$ cat config.mk
export PLATFORM = sky130hd
export DESIGN_NAME = event_timers
export DESIGN_NICKNAME = d
export VERILOG_FILES = /design/src/core/event_timers.v /design/src/core/timer_channel.v
export VERILOG_INCLUDE_DIRS = /design/src /design/src/shared
export SDC_FILE = /design/constraint.sdc
export NUM_CORES = 1
export LEC_CHECK = 0
export BUFFER_PORTS_ARGS = -buffer_cell sky130_fd_sc_hd__buf_2
export CAP_MARGIN = 10
export CORE_MARGIN = 2
export CORE_UTILIZATION = 65
export CTS_BUF_LIST = sky130_fd_sc_hd__clkbuf_4
export DETAILED_ROUTE_END_ITERATION = 16
export PLACE_DENSITY_LB_ADDON = 0.05
export SETUP_SLACK_MARGIN = 0.02
export SLEW_MARGIN = 20
export SYNTH_ARGS = -nofsm -noshare
export SYNTH_HDL_FRONTEND = slang
export SYNTH_SLANG_ARGS = --single-unit
$ cat constraint.sdc
create_clock -name clock -period 3.6 [get_ports clock]
set_input_delay 0.72 -clock clock [delete_from_list [all_inputs] [get_ports clock]]
set_output_delay 0.72 -clock clock [all_outputs]
set_load 0.02 [all_outputs]
$ cat src/shared/event_timers_regs.vh
// Register map, field positions and clock codes of the three 8-bit timers.
// Included by the timer top and its counter channel; definitions only.
`ifndef EVENT_TIMERS_REGS_VH
`define EVENT_TIMERS_REGS_VH

// ****************************************************************
// Register byte addresses
// ****************************************************************
`define ADDR_TIMER1_MODE_CONTROL 16'hff43
`define ADDR_INPUT_SWITCH_CONTROL 16'hff4f
`define ADDR_TIMER2_CLOCK_SELECT 16'hff5b
`define ADDR_TIMER2_MODE_CONTROL 16'hff5c
`define ADDR_TIMER0_CLOCK_SELECT 16'hff6a
`define ADDR_TIMER0_MODE_CONTROL 16'hff6b
`define ADDR_TIMER1_CLOCK_SELECT 16'hff8c
// Count and compare registers, one pair per timer
`define ADDR_TIMER0_COUNT_VALUE 16'hff10
`define ADDR_TIMER0_COMPARE_VALUE 16'hff11
`define ADDR_TIMER1_COUNT_VALUE 16'hff12
`define ADDR_TIMER1_COMPARE_VALUE 16'hff13
`define ADDR_TIMER2_COUNT_VALUE 16'hff14
`define ADDR_TIMER2_COMPARE_VALUE 16'hff15

// ****************************************************************
// Reset values and widths
// ****************************************************************
`define RESET_BYTE 8'h00
`define RESET_SEL 3'h0
`define COUNT_ZERO 8'h00
`define COUNT_ONE 8'h01
`define PRESCALE_WIDTH 13
`define PRESCALE_ONE 13'h0001
`define RESET_SWITCH 6'h00

// ****************************************************************
// Field positions
// ****************************************************************
`define MODE_COUNT_ENABLE 7
`define MODE_FLIPFLOP_SET 3
`define MODE_FLIPFLOP_CLEAR 2
`define MODE_INVERSION_ENABLE 1
`define SWITCH_SERIAL_HI 5
`define SWITCH_SERIAL_LO 4
`define SWITCH_ALT_RECEIVE 3
`define SWITCH_EVENT_GATE 2
`define SWITCH_CAPTURE_SOURCE 1
`define SWITCH_EXT_IRQ0_SOURCE 0
`define SWITCH_USED_MASK 8'h3f

// ****************************************************************
// Clock select codes
// ****************************************************************
`define SEL_EVENT_FALL 3'h0
`define SEL_EVENT_RISE 3'h1
`define SEL_FULL 3'h2
`define SEL_DIV2 3'h3
`define SEL_CODE4 3'h4
`define SEL_DIV64 3'h5
`define SEL_DIV256 3'h6
`define SEL_CODE7 3'h7
`define SELECT_MSB 2

// ****************************************************************
// Prescaler taps: top bit of the all-ones window for each divider
// ****************************************************************
`define TAP_DIV2 0
`define TAP_DIV4 1
`define TAP_DIV16 3
`define TAP_DIV64 5
`define TAP_DIV256 7
`define TAP_DIV4096 11
`define TAP_DIV8192 12

// Timer index inside the channel array
`define TIMER_FIRST 2'h0
`define TIMER_SECOND 2'h1
`define TIMER_THIRD 2'h2

`endif

$ cat src/core/event_timers.v
// Three 8-bit interval/event timers with their register file.
// Assumes a byte-wide register port from the processor core, a 125 MHz
// peripheral clock and a companion timer output on the same clock.
`timescale 1ns/1ps
`default_nettype none
`include "event_timers_regs.vh"

module event_timers (
	input wire clock,
	input wire rstn,
	input wire [15:0] reg_addr,
	input wire reg_write,
	input wire reg_read,
	input wire [7:0] reg_wdata,
	output reg [7:0] reg_rdata,
	input wire event_input_pin,
	input wire gating_timer_output,
	input wire companion_timer_output,
	input wire capture_input_pin,
	input wire ext_interrupt_zero_pin,
	input wire serial_receive_first_pin,
	input wire serial_receive_alt_pin,
	input wire serial_transmit_line,
	output wire serial_transmit_first_pin,
	output wire serial_transmit_alt_pin,
	output wire serial_receive_line,
	output wire capture_input,
	output wire ext_interrupt_zero,
	output wire [2:0] match_interrupt,
	output reg timer_output
);

	// ****************************************************************
	// Register storage
	// ****************************************************************
	reg [2:0] clock_select_reg [0:2];
	reg [2:0] count_enable_reg;
	reg [7:0] compare_value_reg [0:2];
	reg inversion_enable_reg;
	reg [5:0] input_switch_reg;
	reg [`PRESCALE_WIDTH-1:0] prescale_reg;
	reg event_sync1_reg;
	reg event_sync2_reg;
	reg event_sync3_reg;
	reg event_level_reg;
	reg event_level_prev_reg;
	reg companion_prev_reg;
	wire [7:0] count_value [0:2];
	wire [2:0] count_tick;
	wire event_gated;
	wire event_rise;
	wire event_fall;
	wire companion_rise;
	wire [2:0] wr_mode;
	wire [2:0] wr_select;
	wire [2:0] wr_compare;
	wire wr_switch;

	// ****************************************************************
	// Address decode helpers
	// ****************************************************************
	// Mode control address of a timer
	function [15:0] mode_addr;
		input [1:0] idx;
		begin
			case (idx)
				`TIMER_FIRST: mode_addr = `ADDR_TIMER0_MODE_CONTROL;
				`TIMER_SECOND: mode_addr = `ADDR_TIMER1_MODE_CONTROL;
				default: mode_addr = `ADDR_TIMER2_MODE_CONTROL;
			endcase
		end
	endfunction

	// Clock select address of a timer
	function [15:0] select_addr;
		input [1:0] idx;
		begin
			case (idx)
				`TIMER_FIRST: select_addr = `ADDR_TIMER0_CLOCK_SELECT;
				`TIMER_SECOND: select_addr = `ADDR_TIMER1_CLOCK_SELECT;
				default: select_addr = `ADDR_TIMER2_CLOCK_SELECT;
			endcase
		end
	endfunction

	// Count value address of a timer
	function [15:0] count_addr;
		input [1:0] idx;
		begin
			case (idx)
				`TIMER_FIRST: count_addr = `ADDR_TIMER0_COUNT_VALUE;
				`TIMER_SECOND: count_addr = `ADDR_TIMER1_COUNT_VALUE;
				default: count_addr = `ADDR_TIMER2_COUNT_VALUE;
			endcase
		end
	endfunction

	// Compare value address of a timer
	function [15:0] compare_addr;
		input [1:0] idx;
		begin
			case (idx)
				`TIMER_FIRST: compare_addr = `ADDR_TIMER0_COMPARE_VALUE;
				`TIMER_SECOND: compare_addr = `ADDR_TIMER1_COMPARE_VALUE;
				default: compare_addr = `ADDR_TIMER2_COMPARE_VALUE;
			endcase
		end
	endfunction

	// ****************************************************************
	// Count clock selection
	// ****************************************************************
	// A divided clock "rises" when the low prescaler bits are all ones,
	// so every tap ticks once per period and all taps stay in phase
	function tick_select;
		input [1:0] idx;
		input [2:0] code;
		input [`PRESCALE_WIDTH-1:0] pre;
		input rise;
		input fall;
		input companion;
		begin
			case (code)
				`SEL_FULL: tick_select = 1'b1;
				`SEL_DIV2: tick_select = pre[`TAP_DIV2];
				`SEL_CODE4: tick_select = (idx == `TIMER_FIRST) ?
					(&pre[`TAP_DIV4:0]) : (&pre[`TAP_DIV16:0]);
				`SEL_DIV64: tick_select = &pre[`TAP_DIV64:0];
				`SEL_DIV256: tick_select = &pre[`TAP_DIV256:0];
				// Code 7 picks a different source on each timer
				`SEL_CODE7: begin
					if (idx == `TIMER_FIRST)
						tick_select = &pre[`TAP_DIV8192:0];
					else if (idx == `TIMER_SECOND)
						tick_select = companion;
					else
						tick_select = &pre[`TAP_DIV4096:0];
				end
				`SEL_EVENT_FALL: tick_select = (idx == `TIMER_THIRD) ? fall : 1'b0;
				`SEL_EVENT_RISE: tick_select = (idx == `TIMER_THIRD) ? rise : 1'b0;
				default: tick_select = 1'b0;
			endcase
		end
	endfunction

	// Free-running prescaler shared by all timers; never restarted by an
	// enable, so the first count after a start may come up to one period early
	always @(posedge clock or negedge rstn) begin
		if (!rstn)
			prescale_reg <= {`PRESCALE_WIDTH{1'b0}};
		else
			prescale_reg <= prescale_reg + `PRESCALE_ONE;
	end

	// ****************************************************************
	// Event input conditioning
	// ****************************************************************
	// Gate is applied before the synchroniser so a gated pulse never
	// half-enters the filter
	assign event_gated = event_input_pin &
		(~input_switch_reg[`SWITCH_EVENT_GATE] | gating_timer_output);

	// Three-stage synchroniser; level accepted once stages two and three agree
	always @(posedge clock or negedge rstn) begin
		if (!rstn) begin
			event_sync1_reg <= 1'b0;
			event_sync2_reg <= 1'b0;
			event_sync3_reg <= 1'b0;
			event_level_reg <= 1'b0;
			event_level_prev_reg <= 1'b0;
		end else begin
			event_sync1_reg <= event_gated;
			event_sync2_reg <= event_sync1_reg;
			event_sync3_reg <= event_sync2_reg;
			if (event_sync2_reg == event_sync3_reg)
				event_level_reg <= event_sync3_reg;
			event_level_prev_reg <= event_level_reg;
		end
	end

	// Edges come from the filtered level, so a count trails the pin by about five cycles
	assign event_rise = event_level_reg & ~event_level_prev_reg;
	assign event_fall = ~event_level_reg & event_level_prev_reg;

	// Companion output is same-clock logic, so only an edge detector;
	// a level held high counts once, not on every cycle
	always @(posedge clock or negedge rstn) begin
		if (!rstn)
			companion_prev_reg <= 1'b0;
		else
			companion_prev_reg <= companion_timer_output;
	end

	assign companion_rise = companion_timer_output & ~companion_prev_reg;

	// ****************************************************************
	// Timer channels
	// ****************************************************************
	genvar g;
	generate
		for (g = 0; g < 3; g = g + 1) begin : chan
			// Sized copy of the loop index, so the decoders get a two-bit argument
			localparam [1:0] chan_idx = g;
			assign wr_mode[g] = reg_write && (reg_addr == mode_addr(chan_idx));
			assign wr_select[g] = reg_write && (reg_addr == select_addr(chan_idx));
			assign wr_compare[g] = reg_write && (reg_addr == compare_addr(chan_idx));
			assign count_tick[g] = tick_select(chan_idx, clock_select_reg[g], prescale_reg,
				event_rise, event_fall, companion_rise);

			// Clock select and compare; whole-byte writes only, upper bits dropped
			always @(posedge clock or negedge rstn) begin
				if (!rstn) begin
					clock_select_reg[g] <= `RESET_SEL;
					compare_value_reg[g] <= `RESET_BYTE;
					count_enable_reg[g] <= 1'b0;
				end else begin
					if (wr_select[g])
						clock_select_reg[g] <= reg_wdata[`SELECT_MSB:0];
					if (wr_compare[g])
						compare_value_reg[g] <= reg_wdata;
					if (wr_mode[g])
						count_enable_reg[g] <= reg_wdata[`MODE_COUNT_ENABLE];
				end
			end

			timer_channel counter (
				.clock(clock),
				.rstn(rstn),
				.count_enable_bit(count_enable_reg[g]),
				.count_tick(count_tick[g]),
				.compare_value(compare_value_reg[g]),
				.count_value(count_value[g]),
				.match_interrupt(match_interrupt[g])
			);
		end
	endgenerate

	// ****************************************************************
	// First timer output flip-flop
	// ****************************************************************
	// Set/clear act only on the write; the prohibited 11 pair is ignored
	// A set or clear write wins over a toggle that falls in the same cycle
	always @(posedge clock or negedge rstn) begin
		if (!rstn) begin
			inversion_enable_reg <= 1'b0;
			timer_output <= 1'b0;
		end else begin
			if (wr_mode[`TIMER_FIRST])
				inversion_enable_reg <= reg_wdata[`MODE_INVERSION_ENABLE];
			if (wr_mode[`TIMER_FIRST] &&
				(reg_wdata[`MODE_FLIPFLOP_SET] != reg_wdata[`MODE_FLIPFLOP_CLEAR]))
				timer_output <= reg_wdata[`MODE_FLIPFLOP_SET];
			else if (inversion_enable_reg && count_enable_reg[`TIMER_FIRST] &&
				match_interrupt[`TIMER_FIRST])
				timer_output <= ~timer_output;
		end
	end

	// ****************************************************************
	// Input switch and pin routing
	// ****************************************************************
	wire wr_switch_i;
	assign wr_switch_i = reg_write && (reg_addr == `ADDR_INPUT_SWITCH_CONTROL);
	assign wr_switch = wr_switch_i;

	// Only the six defined bits are stored; reserved bits read back as zero
	always @(posedge clock or negedge rstn) begin
		if (!rstn)
			input_switch_reg <= `RESET_SWITCH;
		else if (wr_switch)
			input_switch_reg <= reg_wdata[5:0];
	end

	// Alternate pair is chosen by the high select bit; 01 and 11 are
	// prohibited and fall to the first pair
	wire alt_pair;
	wire alt_receive;
	assign alt_pair = input_switch_reg[`SWITCH_SERIAL_HI] & ~input_switch_reg[`SWITCH_SERIAL_LO];
	assign alt_receive = serial_receive_alt_pin & input_switch_reg[`SWITCH_ALT_RECEIVE];
	assign serial_receive_line = alt_pair ? alt_receive : serial_receive_first_pin;
	// The unselected transmit pin idles high, like a released serial line
	assign serial_transmit_first_pin = alt_pair ? 1'b1 : serial_transmit_line;
	assign serial_transmit_alt_pin = alt_pair ? serial_transmit_line : 1'b1;
	assign capture_input = input_switch_reg[`SWITCH_CAPTURE_SOURCE] ?
		serial_receive_line : capture_input_pin;
	assign ext_interrupt_zero = input_switch_reg[`SWITCH_EXT_IRQ0_SOURCE] ?
		serial_receive_line : ext_interrupt_zero_pin;

	// ****************************************************************
	// Read port
	// ****************************************************************
	// Read data is registered; unmapped addresses answer zero
	reg [7:0] read_next;
	integer i;
	always @* begin
		read_next = `RESET_BYTE;
		for (i = 0; i < 3; i = i + 1) begin
			if (reg_addr == mode_addr(i[1:0])) begin
				read_next[`MODE_COUNT_ENABLE] = count_enable_reg[i];
				if (i == 0)
					read_next[`MODE_INVERSION_ENABLE] = inversion_enable_reg;
			end
			if (reg_addr == select_addr(i[1:0]))
				read_next[`SELECT_MSB:0] = clock_select_reg[i];
			if (reg_addr == count_addr(i[1:0]))
				read_next = count_value[i];
			if (reg_addr == compare_addr(i[1:0]))
				read_next = compare_value_reg[i];
		end
		if (reg_addr == `ADDR_INPUT_SWITCH_CONTROL)
			read_next = {2'b00, input_switch_reg} & `SWITCH_USED_MASK;
	end

	// Read data holds until the next read strobe, so a slow master may take it late
	always @(posedge clock or negedge rstn) begin
		if (!rstn)
			reg_rdata <= `RESET_BYTE;
		else if (reg_read)
			reg_rdata <= read_next;
	end

endmodule
`default_nettype wire

$ cat src/core/timer_channel.v
// One 8-bit up-counter with compare-and-clear.
// Assumes a one-cycle count tick on the peripheral clock and an enable
// level straight from the mode control register.
`timescale 1ns/1ps
`default_nettype none
`include "event_timers_regs.vh"

module timer_channel (
	input wire clock,
	input wire rstn,
	input wire count_enable_bit,
	input wire count_tick,
	input wire [7:0] compare_value,
	output reg [7:0] count_value,
	output reg match_interrupt
);

	// ****************************************************************
	// Counter and match pulse
	// ****************************************************************
	// Compare is checked on every tick, so a compare of 00H fires every tick
	always @(posedge clock or negedge rstn) begin
		if (!rstn) begin
			count_value <= `COUNT_ZERO;
			match_interrupt <= 1'b0;
		end else if (!count_enable_bit) begin
			count_value <= `COUNT_ZERO;
			match_interrupt <= 1'b0;
		end else if (count_tick) begin
			if (count_value == compare_value) begin
				count_value <= `COUNT_ZERO;
				match_interrupt <= 1'b1;
			end else begin
				count_value <= count_value + `COUNT_ONE;
				match_interrupt <= 1'b0;
			end
		end else begin
			match_interrupt <= 1'b0;
		end
	end

endmodule
`default_nettype wire

# ---- Word level (Yosys, flattened, before mapping)
# Index checks and enable logic that the tools add are counted.
dict set report op_classes {
  addsub 4
  eq_ne 42
  n_mux 42
  bitwise_logic 13
  reduce_logical 25
}
# cell n
set ops {}
lappend ops {{$eq 16x16->1 const B} 13}
lappend ops {{$mux 8} 16}
lappend ops {{$eq 3x3->1 const B} 12}
lappend ops {{$add 8x1->8 const B} 3}
lappend ops {{$eq 8x8->1} 3}
lappend ops {{$mux 1} 20}
lappend ops {{$eq 3x2->1 const B} 6}
lappend ops {{$pmux 1 s7} 2}
lappend ops {{$add 13x1->13 const B} 1}
lappend ops {{$logic_and 1x1->1} 13}
lappend ops {{$reduce_and 13->1} 1}
lappend ops {{$reduce_and 12->1} 1}
lappend ops {{$eq 3x1->1 const B} 3}
lappend ops {{$logic_not 3->1} 3}
lappend ops {{$mux 3} 3}
lappend ops {{$pmux 1 s8} 1}
lappend ops {{$reduce_and 8->1} 1}
lappend ops {{$and 1x1->1} 6}
lappend ops {{$ne 2x1->1 const B} 3}
lappend ops {{$not 1->1} 6}
lappend ops {{$reduce_and 6->1} 1}
lappend ops {{$reduce_and 4->1} 1}
lappend ops {{$reduce_or 2->1} 2}
lappend ops {{$reduce_and 2->1} 1}
lappend ops {{other kinds (4)} 4}
dict set report word_totals {
  regBits 98
  output_inout_bits 17
}

# ---- Logic depth before layout (Yosys ltp)
dict set report depth {
  depth_word 12
  ltp_mapped 8
  mapped_depth_nobuf 7
}

# ---- Modules after synthesis
# From an unflattened synthesis, not the netlist that was laid out.
dict set report unflattened {
  cells_unflattened 516
  area_unflattened_um2 5574.1
}
# module n_inst cells_each area_per_inst_um2 seq_area_each_um2
set modules_own_cells {}
lappend modules_own_cells {event_timers 1 342 3734.8 1776.7}
lappend modules_own_cells {timer_channel 3 58 613.1 225.2}

# ---- Worst setup path after synthesis
# OpenSTA, ideal clock, no wires.
dict set report synth_timing {
  kind {input to register}
  start {in reg_addr[5]}
  end {reg compare_value_reg[10] in the netlist's numbering}
  arrival_ps 2337
  path_slack_ps 1138
  stages 6
  path_buffers 2
  path_cell_list {buf_6 -> or4b_4 -> nor4_4 -> and3_1 -> buf_6 -> mux2_2}
}
dict set report synth_between {
  elab_chain_cells 2
}
# element line
set synth_rtl {}
lappend synth_rtl {{from (decl)} event_timers.v:11} ;# input wire [15:0] reg_addr,
lappend synth_rtl {{$eq 16x16->1} event_timers.v:206} ;# assign wr_compare[g] = reg_write && (reg_addr == compare_addr(chan_idx));
lappend synth_rtl {{$logic_and 1x1->1} event_timers.v:206}
lappend synth_rtl {{to (signal, indexed assignment)} event_timers.v:214} ;# compare_value_reg[g] <= `RESET_BYTE;
lappend synth_rtl {{to (signal, indexed assignment)} event_timers.v:220} ;# compare_value_reg[g] <= reg_wdata;
lappend synth_rtl {{to (decl)} event_timers.v:38} ;# reg [7:0] compare_value_reg [0:2];
# No other way between the ends.
# A chain may end at the register's enable or synchronous reset.

# ---- Worst setup path after layout
dict set report layout_timing {
  start {reg prescale_reg[0]}
  end {reg chan[1].counter.count_value[5]}
}
dict set report layout_between {
  elab_chain_cells 3
}
# element line
set layout_rtl {}
lappend layout_rtl {{from (decl)} event_timers.v:41} ;# reg [`PRESCALE_WIDTH-1:0] prescale_reg;
lappend layout_rtl {{from (signal assigned)} event_timers.v:150} ;# prescale_reg <= {`PRESCALE_WIDTH{1'b0}};
lappend layout_rtl {{from (signal assigned)} event_timers.v:152} ;# prescale_reg <= prescale_reg + `PRESCALE_ONE;
lappend layout_rtl {{$reduce_and 8->1 (tied with other cells)} event_timers.v:129} ;# `SEL_DIV256: tick_select = &pre[`TAP_DIV256:0];
lappend layout_rtl {{$pmux 1 s7 (*)} event_timers.v:123} ;# case (code)
lappend layout_rtl {{$ne 2x1->1 (no line) (*)} -}
lappend layout_rtl {{to (signal assigned)} timer_channel.v:24} ;# count_value <= `COUNT_ZERO;
lappend layout_rtl {{to (signal assigned)} timer_channel.v:27} ;# count_value <= `COUNT_ZERO;
lappend layout_rtl {{to (signal assigned)} timer_channel.v:31} ;# count_value <= `COUNT_ZERO;
lappend layout_rtl {{to (decl)} timer_channel.v:14} ;# output reg [7:0] count_value,
# Mark *: on every way between the ends. The rest lies on a longest branch, timed or not.

==> metrics <==
Clock Latency Late Sink=0.46 ns; total core area=8220 sq um; Final Non-Filler Cells=692; CP cell instances=ha_1 -> nand3_1 -> o32ai_1 -> a22oi_1 -> or2_2 -> nor3b_1 -> a21o_1; async set-reset flop share out of synthesis=1.00; crit path DAT=2.92 ns; drt drc=0; post-DP HPWL=10.4 mm; largest net degree at the start of global routing=59; CP required=4.02 ns; clock tree buffer depth=2; Netlist cell types=68; CP peak stage delay=0.46 ns; fillers=626; Pins Over Slew Limit=0; Synth Warn #=0; Seq/Total Area, Yosys=0.446; Post-Syn Area=5500 sq um; cell taking the most area after synthesis=dfrtp_1; startpoint class of the critical path=register; Hold Buf Count CTS=0; Setup Total Neg Slack=0 ns; TritonCTS clock tree=built; most frequent cells after synthesis=dfrtp_1, mux2_2, nand2_1, nor2_1, o21ai_0; # IOs=53; DRT iter0 DRCs=442; Max Clk Rate=400 MHz; row count=33; first-pass GRT wire length=22.6 mm; grt total ovfl=0; RSZ-0062 raised after global routing=false; CTS clk-pin slew, worst paths=0.16 ns; die width=96.0 microns; # nets final=623; initial antenna violation count=0; share of the synthesized area in the top cell type=0.446; number of synthesized flops with an enable pin=0; crit path from=prescale_reg[0]$_DFF_PN0_; r2r setup slk=1.10 ns; WP buf/inv=0; H-tree levels=3; FF-to-FF Start=prescale_reg[0]$_DFF_PN0_; Place WS=0.900 ns; number of global-route vias before repair=4309; leakage=2.79 nW; final setup fails=0; critical-path maximum fanout=9; Layout area overhead=8.63%; syn nets=575; PostCTS Resize Cnt=0; HP Class=input port to asynchronous set/reset pin; synthesis-stage register bit count=98; Critical Path End Type=register; pwr dens=309 nW/um^2; Area contributors post-synth=dfrtp_1, mux2_2, xor2_1; Worst Skew=0.0231 ns; post-route ant nets=0; drt wl/cell=20.5 microns; met1 usage=0.436; GP Congestion=1.03; Synth Flop Type=dfrtp_1; min Tclk post-route=2.50 ns; Root Buffer=clkbuf_4; DR pass1 iterations=5; run status=finished clean; Post-DP Area=5830 sq um; die area=9210 sq um; Crit-path slowest cell=dfrtp_1; CP top delay family=simple AND/OR/NAND/NOR gates; worst-margin pin slew=0.732 ns; worst ir drop on vdd=221 uV; critical setup path kind=register to register; fin area=5970 sq um; layout cells sized above 1=0.232; Max Cap Viol=0; routing usage on met3=0.0658; Tcrit/Tclk final=0.695; Initial Utilization=0.669; IO buf count=52; gr busiest metal=met2; CTS Buf Count=9; DP Cell Count=676; Ant. Diodes=0; Max transition margin=0.512; gr usage total=0.330; Syn Inst Count=534; final worst slack=1.10 ns; final hold violations=0; Vias/cell=6.60; CTS Sinks=98; die height=96.0 microns; syn_area_per_cell=10.3 sq um; via count=4567; drt total wl=14.2 mm; Setup Fix Bufs, Post-CTS=0; count leader, synth=dfrtp_1; met2 GRT Util=0.536
[worst register-to-register path, stage by stage, from the launching register on]
cell and delay [ns]:
dfrtp_1 0.46, ha_1 0.24, nand3_1 0.29, o32ai_1 0.41, a22oi_1 0.27, or2_2 0.44, nor3b_1 0.25, a21o_1 0.11
[final cells by class]
| class | count | area (sq um) | area share |
|---|---|---|---|
| Clock inverter | 7 | 77.6 | 0.0130 |
| Clock buffer | 9 | 67.6 | 0.0113 |
| Inverter | 14 | 52.6 | 0.00880 |
| Tap cell | 105 | 131 | 0.0220 |
| Timing Repair Buffer | 57 | 300 | 0.0503 |
| Multi-Input combinational cell | 402 | 2890 | 0.484 |
| Sequential cell | 98 | 2450 | 0.411 |
[layout by cell type (no fill, tap or decap), drive strengths merged, types with 7 or more instances in the layout]
cell type | netlist | layout
buf | 6 | 57
nor2b | 12 | 12
a21oi | 14 | 14
nor2 | 34 | 34
nand4 | 16 | 16
a31oi | 7 | 7
o21ai | 27 | 27
mux2 | 43 | 43
xnor2 | 16 | 16
nand2 | 33 | 33
nand3 | 21 | 21
nor3 | 17 | 17
xor2 | 22 | 22
a32o | 8 | 8
inv | 14 | 16
nor4 | 7 | 7
clkbuf | 14 | 9
nand2b | 10 | 10
a22oi | 10 | 10
and3 | 13 | 13
dfrtp | 98 | 98
[worst paths after layout]
kind                                                                   end  cells past startpoint
worst max-delay path            chan[1].counter.count_value[5]$_DFFE_PN0P_                      7
max in group asynchronous                      event_level_reg$_DFFE_PN0N_                      2
worst min register to register                   event_sync2_reg$_DFF_PN0_                      0
min in group clock                               event_sync2_reg$_DFF_PN0_                      0
worst min-delay path             chan[0].counter.match_interrupt$_DFF_PN0_                      1
worst max register to register  chan[1].counter.count_value[5]$_DFFE_PN0P_                      7
[report_power, final]
group          internal (W)  switching, W
Sequential          0.00111    0.00000531
Combinational     0.0000385     0.0000860
Clock              0.000218      0.000391
[stage by stage]
step           hold slack (ns)  total power (W)   util
6_report                 0.292          0.00185  0.727
5_1_grt                  0.341          0.00191  0.727
4_1_cts                  0.315          0.00186  0.727
3_5_place_dp             0.343          0.00126  0.709
3_3_place_gp             0.344          0.00126  0.709
2_1_floorplan            0.331          0.00119      -
[layer usage]
| layer | wire length [microns] | part of all wire |
|---|---|---|
| met1 | 5760 | 0.41 |
| met2 | 7080 | 0.50 |
| met3 | 901 | 0.063 |
| met4 | 473 | 0.033 |
| met5 | 0 | 0 |
[cells by family (layout without fill, tap and decap cells)]
group / Yosys count / in the layout / share of synthesized area
buffers and inverters: 34 / 87 / 0.0282
AOI/OAI and AO/OA: 106 / 106 / 0.132
DFF: 98 / 98 / 0.446
muxes: 49 / 49 / 0.106
and+or+nand+nor: 203 / 203 / 0.214
adders and majority gates: 6 / 6 / 0.0132
xor gates and xnor gates: 38 / 38 / 0.0605
Note: power is estimated with default switching activity, not from simulation.
